## config.mk

```make
export PLATFORM = sky130hd
export DESIGN_NAME = tws_core
export DESIGN_NICKNAME = d
export VERILOG_FILES = /design/src/common/tws_pkg.sv /design/src/verilog/tws_core.sv
export VERILOG_INCLUDE_DIRS = /design/src /design/src/common
export SDC_FILE = /design/constraint.sdc
export NUM_CORES = 1
export LEC_CHECK = 0
export ABC_AREA = 0
export BUFFER_PORTS_ARGS = -buffer_cell sky130_fd_sc_hd__buf_2
export CAP_MARGIN = 40
export CELL_PAD_IN_SITES_DETAIL_PLACEMENT = 1
export CELL_PAD_IN_SITES_GLOBAL_PLACEMENT = 1
export CORE_MARGIN = 2
export CORE_UTILIZATION = 48
export DETAILED_ROUTE_END_ITERATION = 6
export PLACE_DENSITY_LB_ADDON = 0.1
export SYNTH_ARGS = -nofsm -noshare
export SYNTH_HDL_FRONTEND = slang
export SYNTH_SLANG_ARGS = --single-unit
```

## constraint.sdc

```tcl
create_clock -name i_clk -period 2.95 [get_ports i_clk]
set_input_delay 0.1475 -clock i_clk [delete_from_list [all_inputs] [get_ports i_clk]]
set_output_delay 0.1475 -clock i_clk [all_outputs]
set_load 0.1 [all_outputs]
```

## src/common/tws_defines.svh

```systemverilog
`ifndef TWS_DEFINES_SVH
`define TWS_DEFINES_SVH
// Register offsets in I/O space.
`define TWS_ADDR_STATUS 6'h01
`define TWS_ADDR_OWN 6'h02
`define TWS_ADDR_DATA 6'h03
// Reset values.
`define TWS_OWN_RST 8'h7f
`define TWS_DATA_RST 8'hff
`define TWS_PS_RST 2'h0
// Status codes, bits 7:3 of the status register.
`define TWS_ST_NONE 5'h1f
`define TWS_ST_SLA_W 5'h0c
`define TWS_ST_GC 5'h0e
`define TWS_ST_RX_ACK 5'h10
`define TWS_ST_RX_NACK 5'h11
`define TWS_ST_GC_ACK 5'h12
`define TWS_ST_GC_NACK 5'h13
`define TWS_ST_STOP 5'h14
`define TWS_ST_SLA_R 5'h15
`define TWS_ST_TX_ACK 5'h17
`define TWS_ST_TX_NACK 5'h18
// Field positions.
`define TWS_GCE_BIT 0
`define TWS_SLA_HI 7
`define TWS_SLA_LO 1
// Bus addresses and bit counts.
`define TWS_GCALL 8'h00
`define TWS_CNT_ACK 4'd8
`define TWS_CNT_DONE 4'd9
`define TWS_CNT_ZERO 4'd0
// Prescale factors.
`define TWS_PSF_1 7'd1
`define TWS_PSF_4 7'd4
`define TWS_PSF_16 7'd16
`define TWS_PSF_64 7'd64
`endif

```

## src/common/tws_pkg.sv

```systemverilog
package tws_pkg;
   typedef enum logic [2:0] {
      TWS_IDLE = 3'b000,
      TWS_ADDR = 3'b001,
      TWS_RX = 3'b010,
      TWS_TX = 3'b011,
      TWS_HOLD = 3'b100,
      TWS_IGN = 3'b101
   } tws_state_t;

   typedef struct packed {
      logic wr;
      logic [5:0] addr;
      logic [7:0] wdata;
   } tws_io_req_t;
endpackage : tws_pkg

```

## src/verilog/tws_core.sv

```systemverilog
// Functional notes
// - Status register reads five-bit bus code in 7:3, prescaler in 1:0.
// - Prescaler bits read/write; select factor 1, 4, 16 or 64.
// - Data register holds byte to send, or last byte received.
// - Data register writes only take effect while job flag is set.
// - Data register stays stable while the job flag stays set.
// - Bus bits shift in while shifting out; register holds last byte.
// - Data contents undefined after wake by interface interrupt.
// - Arbitration loss to slave mode keeps shifted data intact.
// - Acknowledge bit is generated and sampled by hardware only.
// - Own-address bits 7:1 hold slave address, used in slave modes.
// - Own-address bit 0 enables general call address recognition.
// - Comparator matches own or general call address, raising request.
// - Job flag set at job end, stretches SCL, write-one clears.
// - Data write with flag low sets collision; with flag high clears.
// - Acknowledge own address, enabled general call, received data.
`include "tws_defines.svh"

module tws_core
   import tws_pkg::*;
#(
   parameter int DEPTH = 2
) (
   // Clock and reset.
   input wire logic i_clk,
   input wire logic i_rst,
   // Register port.
   input wire tws_io_req_t i_io,
   output logic [7:0] o_io_rdata,
   // Control logic side.
   input wire logic i_ack_generate_enable,
   input wire logic i_job_clear,
   output logic o_job_complete_flag,
   output logic o_write_collision_flag,
   output logic o_addr_match,
   output logic [6:0] o_rate_prescale_factor,
   // Bus pins.
   input wire logic i_scl,
   input wire logic i_sda,
   output logic o_scl_out,
   output logic o_scl_oe,
   output logic o_sda_out,
   output logic o_sda_oe,
   // Received byte stream.
   output logic o_rx_valid,
   output logic [7:0] o_rx_data,
   input wire logic i_rx_ready
);
   localparam int PW = (DEPTH > 1) ? $clog2(DEPTH) : 1;
   localparam int CW = $clog2(DEPTH + 1);

   logic scl_m_q, scl_s_q, scl_p_q, sda_m_q, sda_s_q, sda_p_q;
   logic rise, fall, start, stop, hit;
   tws_state_t st_q, st_d, nx_q, nx_d;
   logic [3:0] cnt_q, cnt_d;
   logic [7:0] sh_q, sh_d, own_q, own_d, pdat_q, pdat_d, rdata_q, rdata_d;
   logic [4:0] code_q, code_d;
   logic [1:0] ps_q, ps_d;
   logic flag_q, flag_d, flag_set, wc_q, wc_d, match_q, match_d;
   logic drv_q, drv_d, gc_q, gc_d, nack_q, nack_d, pend_q, pend_d;
   logic [7:0] mem_q [DEPTH];
   logic [PW-1:0] wp_q, wp_d, rp_q, rp_d;
   logic [CW-1:0] fc_q, fc_d;
   logic in_ready, push, pop;

   // Pins cross in through two flops; edges use the second and third.
   always_ff @(posedge i_clk) begin
      if (i_rst) begin
         scl_m_q <= 1'b1;
         scl_s_q <= 1'b1;
         scl_p_q <= 1'b1;
         sda_m_q <= 1'b1;
         sda_s_q <= 1'b1;
         sda_p_q <= 1'b1;
      end else begin
         scl_m_q <= i_scl;
         scl_s_q <= scl_m_q;
         scl_p_q <= scl_s_q;
         sda_m_q <= i_sda;
         sda_s_q <= sda_m_q;
         sda_p_q <= sda_s_q;
      end
   end

   assign rise = scl_s_q & ~scl_p_q;
   assign fall = ~scl_s_q & scl_p_q;
   assign start = scl_s_q & scl_p_q & sda_p_q & ~sda_s_q;
   assign stop = scl_s_q & scl_p_q & ~sda_p_q & sda_s_q;
   assign hit = (sh_q[`TWS_SLA_HI:`TWS_SLA_LO] ==
                 own_q[`TWS_SLA_HI:`TWS_SLA_LO]) |
                (own_q[`TWS_GCE_BIT] & (sh_q == `TWS_GCALL));

   always_comb begin
      st_d = st_q;
      nx_d = nx_q;
      cnt_d = cnt_q;
      sh_d = sh_q;
      drv_d = drv_q;
      code_d = code_q;
      gc_d = gc_q;
      nack_d = nack_q;
      pdat_d = pdat_q;
      pend_d = pend_q & ~in_ready;
      flag_set = 1'b0;
      match_d = 1'b0;
      wc_d = wc_q;
      own_d = own_q;
      ps_d = ps_q;
      unique case (st_q)
         TWS_IDLE, TWS_IGN: begin
         end
         TWS_ADDR, TWS_RX, TWS_TX: begin
            if (rise) begin
               cnt_d = cnt_q + 4'd1;
               // The bus is sampled even while driving, so the register
               // keeps what was really on the wire.
               if (cnt_q < `TWS_CNT_ACK) begin
                  sh_d = {sh_q[6:0], sda_s_q};
               end else begin
                  nack_d = sda_s_q;
               end
            end
            if (fall && cnt_q == `TWS_CNT_ACK) begin
               unique case (st_q)
                  TWS_ADDR: begin
                     if (hit && i_ack_generate_enable) begin
                        drv_d = 1'b1;
                        gc_d = (sh_q == `TWS_GCALL);
                     end else begin
                        drv_d = 1'b0;
                        st_d = TWS_IGN;
                     end
                  end
                  TWS_RX: drv_d = i_ack_generate_enable;
                  default: drv_d = 1'b0;
               endcase
            end else if (fall && cnt_q == `TWS_CNT_DONE) begin
               drv_d = 1'b0;
               flag_set = 1'b1;
               st_d = TWS_HOLD;
               unique case (st_q)
                  TWS_ADDR: begin
                     match_d = 1'b1;
                     nx_d = sh_q[0] ? TWS_TX : TWS_RX;
                     code_d = gc_q ? `TWS_ST_GC :
                              (sh_q[0] ? `TWS_ST_SLA_R : `TWS_ST_SLA_W);
                  end
                  TWS_RX: begin
                     pend_d = 1'b1;
                     pdat_d = sh_q;
                     nx_d = drv_q ? TWS_RX : TWS_IGN;
                     if (gc_q) begin
                        code_d = drv_q ? `TWS_ST_GC_ACK : `TWS_ST_GC_NACK;
                     end else begin
                        code_d = drv_q ? `TWS_ST_RX_ACK : `TWS_ST_RX_NACK;
                     end
                  end
                  default: begin
                     nx_d = nack_q ? TWS_IGN : TWS_TX;
                     code_d = nack_q ? `TWS_ST_TX_NACK : `TWS_ST_TX_ACK;
                  end
               endcase
            end else if (fall && st_q == TWS_TX && cnt_q < `TWS_CNT_ACK) begin
               drv_d = ~sh_q[7];
            end
         end
         TWS_HOLD: begin
            // A full buffer keeps SCL low, so a slow reader loses nothing.
            if (!flag_q && !pend_q) begin
               st_d = nx_q;
               cnt_d = `TWS_CNT_ZERO;
               drv_d = (nx_q == TWS_TX) & ~sh_q[7];
               code_d = `TWS_ST_NONE;
            end
         end
         default: st_d = TWS_IDLE;
      endcase
      if (stop) begin
         drv_d = 1'b0;
         if (st_q == TWS_RX) begin
            flag_set = 1'b1;
            code_d = `TWS_ST_STOP;
            st_d = TWS_HOLD;
            nx_d = TWS_IDLE;
         end else if (st_q != TWS_HOLD) begin
            st_d = TWS_IDLE;
         end
      end else if (start && st_q != TWS_HOLD) begin
         st_d = TWS_ADDR;
         cnt_d = `TWS_CNT_ZERO;
         drv_d = 1'b0;
         gc_d = 1'b0;
      end
      // The job flag gives the data register write access; otherwise that write is dropped.
      // Contents after a wake from sleep are not guaranteed.
      if (i_io.wr) begin
         unique case (i_io.addr)
            `TWS_ADDR_STATUS: ps_d = i_io.wdata[1:0];
            `TWS_ADDR_OWN: own_d = i_io.wdata;
            `TWS_ADDR_DATA: begin
               if (flag_q) begin
                  sh_d = i_io.wdata;
                  wc_d = 1'b0;
               end else begin
                  wc_d = 1'b1;
               end
            end
            default: begin
            end
         endcase
      end
      flag_d = flag_set | (flag_q & ~i_job_clear);
      unique case (i_io.addr)
         `TWS_ADDR_STATUS: rdata_d = {code_q, 1'b0, ps_q};
         `TWS_ADDR_OWN: rdata_d = own_q;
         `TWS_ADDR_DATA: rdata_d = sh_q;
         default: rdata_d = 8'h00;
      endcase
   end

   always_ff @(posedge i_clk) begin
      if (i_rst) begin
         st_q <= TWS_IDLE;
         nx_q <= TWS_IDLE;
         cnt_q <= `TWS_CNT_ZERO;
         sh_q <= `TWS_DATA_RST;
         own_q <= `TWS_OWN_RST;
         pdat_q <= 8'h00;
         rdata_q <= 8'h00;
         code_q <= `TWS_ST_NONE;
         ps_q <= `TWS_PS_RST;
         flag_q <= 1'b0;
         wc_q <= 1'b0;
         match_q <= 1'b0;
         drv_q <= 1'b0;
         gc_q <= 1'b0;
         nack_q <= 1'b0;
         pend_q <= 1'b0;
      end else begin
         st_q <= st_d;
         nx_q <= nx_d;
         cnt_q <= cnt_d;
         sh_q <= sh_d;
         own_q <= own_d;
         pdat_q <= pdat_d;
         rdata_q <= rdata_d;
         code_q <= code_d;
         ps_q <= ps_d;
         flag_q <= flag_d;
         wc_q <= wc_d;
         match_q <= match_d;
         drv_q <= drv_d;
         gc_q <= gc_d;
         nack_q <= nack_d;
         pend_q <= pend_d;
      end
   end

   // Two-entry buffer between the shifter and the byte stream.
   assign in_ready = (fc_q != CW'(DEPTH));
   assign push = pend_q & in_ready;
   assign pop = o_rx_valid & i_rx_ready;
   assign o_rx_valid = (fc_q != '0);
   assign o_rx_data = mem_q[rp_q];

   always_comb begin
      wp_d = push ? ((wp_q == PW'(DEPTH - 1)) ? '0 : wp_q + 1'b1) : wp_q;
      rp_d = pop ? ((rp_q == PW'(DEPTH - 1)) ? '0 : rp_q + 1'b1) : rp_q;
      fc_d = fc_q + CW'(push) - CW'(pop);
   end

   always_ff @(posedge i_clk) begin
      if (i_rst) begin
         wp_q <= '0;
         rp_q <= '0;
         fc_q <= '0;
      end else begin
         wp_q <= wp_d;
         rp_q <= rp_d;
         fc_q <= fc_d;
      end
   end

   for (genvar g = 0; g < DEPTH; g++) begin : g_mem
      always_ff @(posedge i_clk) begin
         if (i_rst) begin
            mem_q[g] <= 8'h00;
         end else if (push && wp_q == PW'(g)) begin
            mem_q[g] <= pdat_q;
         end
      end
   end

   always_comb begin
      unique case (ps_q)
         2'h0: o_rate_prescale_factor = `TWS_PSF_1;
         2'h1: o_rate_prescale_factor = `TWS_PSF_4;
         2'h2: o_rate_prescale_factor = `TWS_PSF_16;
         default: o_rate_prescale_factor = `TWS_PSF_64;
      endcase
   end

   assign o_io_rdata = rdata_q;
   assign o_job_complete_flag = flag_q;
   assign o_write_collision_flag = wc_q;
   assign o_addr_match = match_q;
   assign o_scl_out = 1'b0;
   assign o_scl_oe = flag_q | pend_q;
   assign o_sda_out = 1'b0;
   assign o_sda_oe = drv_q;
endmodule : tws_core

```

; ---- After elaboration in Yosys (flattened, before gate mapping)
; Memory sizes are Yosys's and may differ from the RTL's. A register that Yosys moved wholly into a read port is not among the register bits.
; Index checks and enable logic that the tools add are counted.
[word_totals]
output_inout_bits = 31
memories = 1
word_cells = 189
regBits = 66
input_bits = 22
mem_bits_rw = 16
[memory_table]
columns = name, words, width, read_ports, rd_clocked_by_memory_dff, wr, line
row1 = mem_q, 2, 8, 1, 1, 2, tws_core.sv:61  ; logic [7:0] mem_q [DEPTH];
[op_classes]
add_sub_neg = 5
muxes = 83
order_cmp = 1
n_reduce_logical = 26
n_bitwise = 30
eq_ne = 18
[op_table]
columns = cell, n
row1 = $mux W8, 8
row2 = $mux W3, 16
row3 = $mux W1, 37
row4 = $mux W5, 7
row5 = $pmux W8 S3, 1
row6 = $pmux W7 S3, 1
row7 = $mux W4, 5
row8 = $pmux W5 S2, 2
row9 = $and A1 B1 Y1, 13
row10 = $eq A6 B2 Y1 const B, 2
row11 = $not A1 Y1, 12
row12 = $eq A3 B2 Y1 const B, 3
row13 = $logic_and A1 B1 Y1, 9
row14 = $pmux W3 S3, 1
row15 = $eq A4 B4 Y1 const B, 2
row16 = $logic_not A8 Y1, 1
row17 = $pmux W4 S2, 1
row18 = $eq A7 B7 Y1, 1
row19 = $eq A3 B3 Y1 const B, 2
row20 = $eq A6 B1 Y1 const B, 1
row21 = $pmux W3 S2, 1
row22 = $reduce_and A2 Y1, 3
row23 = $reduce_and A3 Y1, 2
row24 = $reduce_or A3 Y1, 2
row25 = 21 further kinds, 30

; ---- Logic depth before layout (Yosys ltp)
[logic_depth]
ltp_word = 11
mapped_depth = 8
ltp_nobuf = 8

; ---- Least setup slack after synthesis
; No wires, ideal clock.
[synth_timing]
kind = register -> register
start = register flag_q, in the netlist o_job_complete_flag
end = register code_q[0]
arrival_ns = 2.687
n_path_buf = 1
setup_ns = 0.114
path_slack_ns = 0.149
path_stages_with_launch = 6
t_required_ns = 2.836
period_less_slack_ns = 2.801
path_cell_list = dfxtp_1 > or2_1 > clkbuf_1 > o21ai_1 > o21a_1 > a21o_1
[synth_via]
elab_chain_len = 6
[synth_lines]
columns = element, line
row1 = start: declaration, tws_core.sv:59  ; logic flag_q, flag_d, flag_set, wc_q, wc_d, match_q, match_d;
row2 = start signal: assignment, tws_core.sv:249  ; flag_q <= flag_d;
row3 = $logic_not A1 Y1 (*), tws_core.sv:169  ; if (!flag_q && !pend_q) begin
row4 = $logic_and A1 B1 Y1 (*), tws_core.sv:169
row5 = $mux W5 (*), tws_core.sv:169
row6 = $pmux W5 S2 (*), tws_core.sv:109  ; unique case (st_q)
row7 = $mux W5, tws_core.sv:180  ; if (st_q == TWS_RX) begin
row8 = $mux W5 (*), tws_core.sv:178  ; if (stop) begin
row9 = end signal: assignment, tws_core.sv:230  ; code_q <= `TWS_ST_NONE;
row10 = end signal: assignment, tws_core.sv:247  ; code_q <= code_d;
row11 = end: declaration, tws_core.sv:57  ; logic [4:0] code_q, code_d;
; Mark *: on every way between the ends. The rest lies on a longest branch, timed or not.
; A chain may end at the register's enable or synchronous reset.

; ---- Worst setup path in the final report
[layout_timing]
start = register st_q[0]
end = register sh_q[7]
[layout_via]
elab_chain_len = 6
elab_cells_between_ends = 8
cone_classes = 3 x eq/ne / 4 x mux / 1 x reduce/logical
[layout_lines]
columns = element, line
row1 = start: declaration, tws_core.sv:54  ; tws_state_t st_q, st_d, nx_q, nx_d;
row2 = start signal: assignment, tws_core.sv:240  ; st_q <= st_d;
row3 = $eq A3 B2 Y1 / $eq A3 B1 Y1 (equally long branches), tws_core.sv:109
row4 = $reduce_or A3 Y1 (*), tws_core.sv:109
row5 = $mux W8 (*), tws_core.sv:109
row6 = $mux W8, tws_core.sv:201  ; if (flag_q) begin
row7 = $mux W8, tws_core.sv:197  ; unique case (i_io.addr)
row8 = $mux W8 (*), tws_core.sv:196  ; if (i_io.wr) begin
row9 = end signal: assignment, tws_core.sv:226  ; sh_q <= `TWS_DATA_RST;
row10 = end: declaration, tws_core.sv:56  ; logic [7:0] sh_q, sh_d, own_q, own_d, pdat_q, pdat_d, rdata_q, rdata_d;
; Marks and branches as above.

==> flow_metrics.env <==
export IMPL_finalSetupViolations=0
export IMPL_rr_worst_depth=5
export IMPL_synth_area_sq_um=4020
export IMPL_clk_pin_slew_ns=0.09
export IMPL_cp_start_kind="flip-flop"
export IMPL_hold_viol_final=0
export IMPL_worst_hold_path_type="input pin to flip-flop"
export IMPL_cts_resized_gates=0
export IMPL_overflow=0
export IMPL_holdPathStages=3
export IMPL_initial_core_util_pct=49.2
export IMPL_synth_area_leaders="dfxtp_1 33%, edfxtp_1 12%, mux2_2 6.4%, mux2i_1 5.0%, nor2_1 3.5%"
export IMPL_hp_start="i_io[4]"
export IMPL_worstSetupPathType="flip-flop to flip-flop"
export IMPL_synth_top_area_share_pct=33.3
export IMPL_std_cell_rows=33
export IMPL_cts_setup_buffers=0
export IMPL_synth_ff_type="dfxtp_1"
export IMPL_clock_power_share_pct=30.8
export IMPL_cts_root_buf="clkbuf_8"
export IMPL_critPathMaxFanout=18
export IMPL_h_tree_depth=3
export IMPL_grt_pass1_vias=3087
export IMPL_antenna_found_initial=0
export IMPL_min_period_ns=2.20
export IMPL_reg2reg_to="sh_q[7]"
export IMPL_cp_end_kind="flip-flop"
export IMPL_leakage_uw=0.00179
export IMPL_post_drt_wl_per_cell_um=17.3
export IMPL_grt_pass1_wl_um=15400
export IMPL_p_total_uw=2460
export IMPL_netlist_instances=410
export IMPL_clock_sinks=83
export IMPL_min_to="own_q[4]"
export IMPL_nets=477
export IMPL_tightest_slew_ns=0.800
export IMPL_place_hpwl_um=7250
export IMPL_first_pass_iters=4
export IMPL_yosysWarnings=0
export IMPL_fin_crit_sh_pct=74.5
export IMPL_combPwrFrac_pct=19.4
export IMPL_core_area_sq_um=8180
export IMPL_avgSynthCellArea_sq_um=9.81
export IMPL_fmax_mhz=455
export IMPL_postRouteAntennaNets=0
export IMPL_finalSetupTns_ns=0
export IMPL_ir_worst_vdd_uv=288
export IMPL_slew_violations=0
export IMPL_viasPerCell=5.52
export IMPL_cellPowerDensity_nw_per_um2=551
export IMPL_drive_gt1_share_pct=23.7
export IMPL_cap_violations=0
export IMPL_grt_max_degree=34
export IMPL_insertion_delay_ns=0.36
export IMPL_grtUsageTotal_pct=22.2
export IMPL_die_height_um=95.6
export IMPL_worst_ep_arrival_time_ns=2.45
export IMPL_drtIter0Drc=134
export IMPL_finalClockSkew_ns=0.00954
export IMPL_antenna_cells=0
export IMPL_cts_hold_buf=2
export IMPL_switching_power_uw=835
export IMPL_slew_headroom_pct=46.6
export IMPL_swShare_pct=34.0
export IMPL_pin_count=53
export IMPL_drc=0
export IMPL_portBuffers=47
export IMPL_syn_to_final_growth_pct=10.9
export IMPL_p_seq_share_pct=49.7
export IMPL_synth_async_sr_flop_share_pct=0
export IMPL_internal_power_uw=1620
export IMPL_die_area_sq_um=9130
export IMPL_place_gp_congestion=0.857
export IMPL_cts_tree="built"
export IMPL_num_vias=3092
export IMPL_numCtsBuffers=9
export IMPL_synth_edff_count=16
export IMPL_clk_path_buf_depth=2
export IMPL_synth_distinct_cells=62
export IMPL_status="finished, final reports clean"
export IMPL_seq_area_frac_synth_pct=45.3
export IMPL_rsz0062_at_grt="no"
export IMPL_synth_largest_area_cell="dfxtp_1"
export IMPL_r2r_start="st_q[0]"
export IMPL_die_w_um=95.6
export IMPL_ys_seq_elements=83
export IMPL_reg2reg_slack_ns=0.75
export IMPL_totalWireLength_um=9670
export IMPL_crit_required_ns=3.20
## critical path, stage by stage, from the launching register on
cell	delay (ns)
dfxtp_1	0.74
o21bai_2	0.30
nor3_4	0.43
mux2_2	0.39
mux2i_1	0.15
nand2b_1	0.07
## routing by layer
layer | up-vias | part of all wire, % | global-route usage [%]
li1 | 1502 | - | -
met1 | 1511 | 44 | 28.4
met2 | 67 | 50 | 36.9
met3 | 12 | 3.9 | 3.40
met4 | 0 | 1.7 | 9.88
met5 | - | 0 | 0
## worst max path at each step
stage                        startpoint        end  depth (start not counted)
floorplan           o_job_complete_flag  code_q[0]                          5
global placement                st_q[0]    sh_q[5]                          5
global route                    st_q[0]    sh_q[5]                          5
finish                          st_q[0]    sh_q[7]                          5
CTS                             st_q[0]    sh_q[7]                          5
detailed placement              st_q[0]    sh_q[3]                          5
## cells by family after synthesis
group           count (synthesis)  synth area share [%]
other cells                     1                0.0932
simple gates                  176                  25.1
compound gates                 58                  9.48
buf+inv                        31                  4.29
xor+xnor                       13                  2.83
fa+ha+maj                       5                  1.55
mux                            43                  11.4
flops                          83                  45.3
## sequential cells by signal, indices dropped and copies added (netlist names), 4 cells and up, named ones only
name / cells
cnt_q: 4
code_q: 5
mem_q: 16
o_io_rdata: 8
own_q: 8
pdat_q: 8
sh_q: 8
## synth_stat cells (5+ instances only)
master    instances
dfxtp_1          67
nor2_1           37
nand2_1          28
mux2_2           23
nand2b_1         22
mux2i_1          20
and2_1           18
edfxtp_1         16
a21oi_1          15
clkbuf_1         12
xor2_1           10
nand3_1           9
nand3b_1          9
o21ai_0           9
a22oi_1           8
or2_2             8
nor2b_1           7
a31oi_1           6
buf_4             6
nor3_1            6
buf_2             5
ha_1              5
inv_1             5
## cells in the final DEF, fill, tap and decap left out, types with 3 or more instances in the layout
master      instances
nand2_1            28
conb_1              5
and2_1             18
nor4_1              3
dfxtp_1            67
mux2i_1            20
a21oi_1            15
mux2_2             23
ha_1                5
nand3_1             9
buf_2              47
nor2b_1             7
or2_2               8
nor3_1              6
nand2b_1           22
clkinvlp_4          3
xor2_1             10
edfxtp_1           16
o21ai_0             9
clkbuf_8            9
inv_1               5
nor3b_1             3
a31oi_1             6
nand4b_1            3
nor2_1             37
a22oi_1             8
nand3b_1            9
and3_1              4
xnor2_1             3
## stage by stage
stage	hold slack [ns]	instance area (sq um)	instances	setup WS [ns]	utilization [%]
global placement	0.335	4270	542	0.956	52.2
CTS	0.00888	4460	560	0.799	54.6
global route	0.0267	4460	560	0.626	54.6
detailed placement	0.335	4270	542	0.839	52.2
finish	0.0174	4460	560	0.752	54.6
floorplan	0.251	4040	414	0.149	-
## layout make-up
class	count	area, sq um
Fill cell	956	3710
Multi-Input combinational cell	300	2040
Sequential cell	83	1820
Timing Repair Buffer	51	270
Tap cell	105	131
Clock buffer	10	128
Clock inverter	6	48.8
Inverter	5	18.8
## power by group through the flow
stage / logic [uW] / registers [uW] / clock network (uW)
6_report: 478 / 1220 / 758
5_1_grt: 507 / 1230 / 825
4_1_cts: 482 / 1220 / 772
3_5_place_dp: 478 / 1250 / 0
3_3_place_gp: 470 / 1250 / 0
2_1_floorplan: 428 / 1240 / 0
Power figures use the tool's default switching activity.
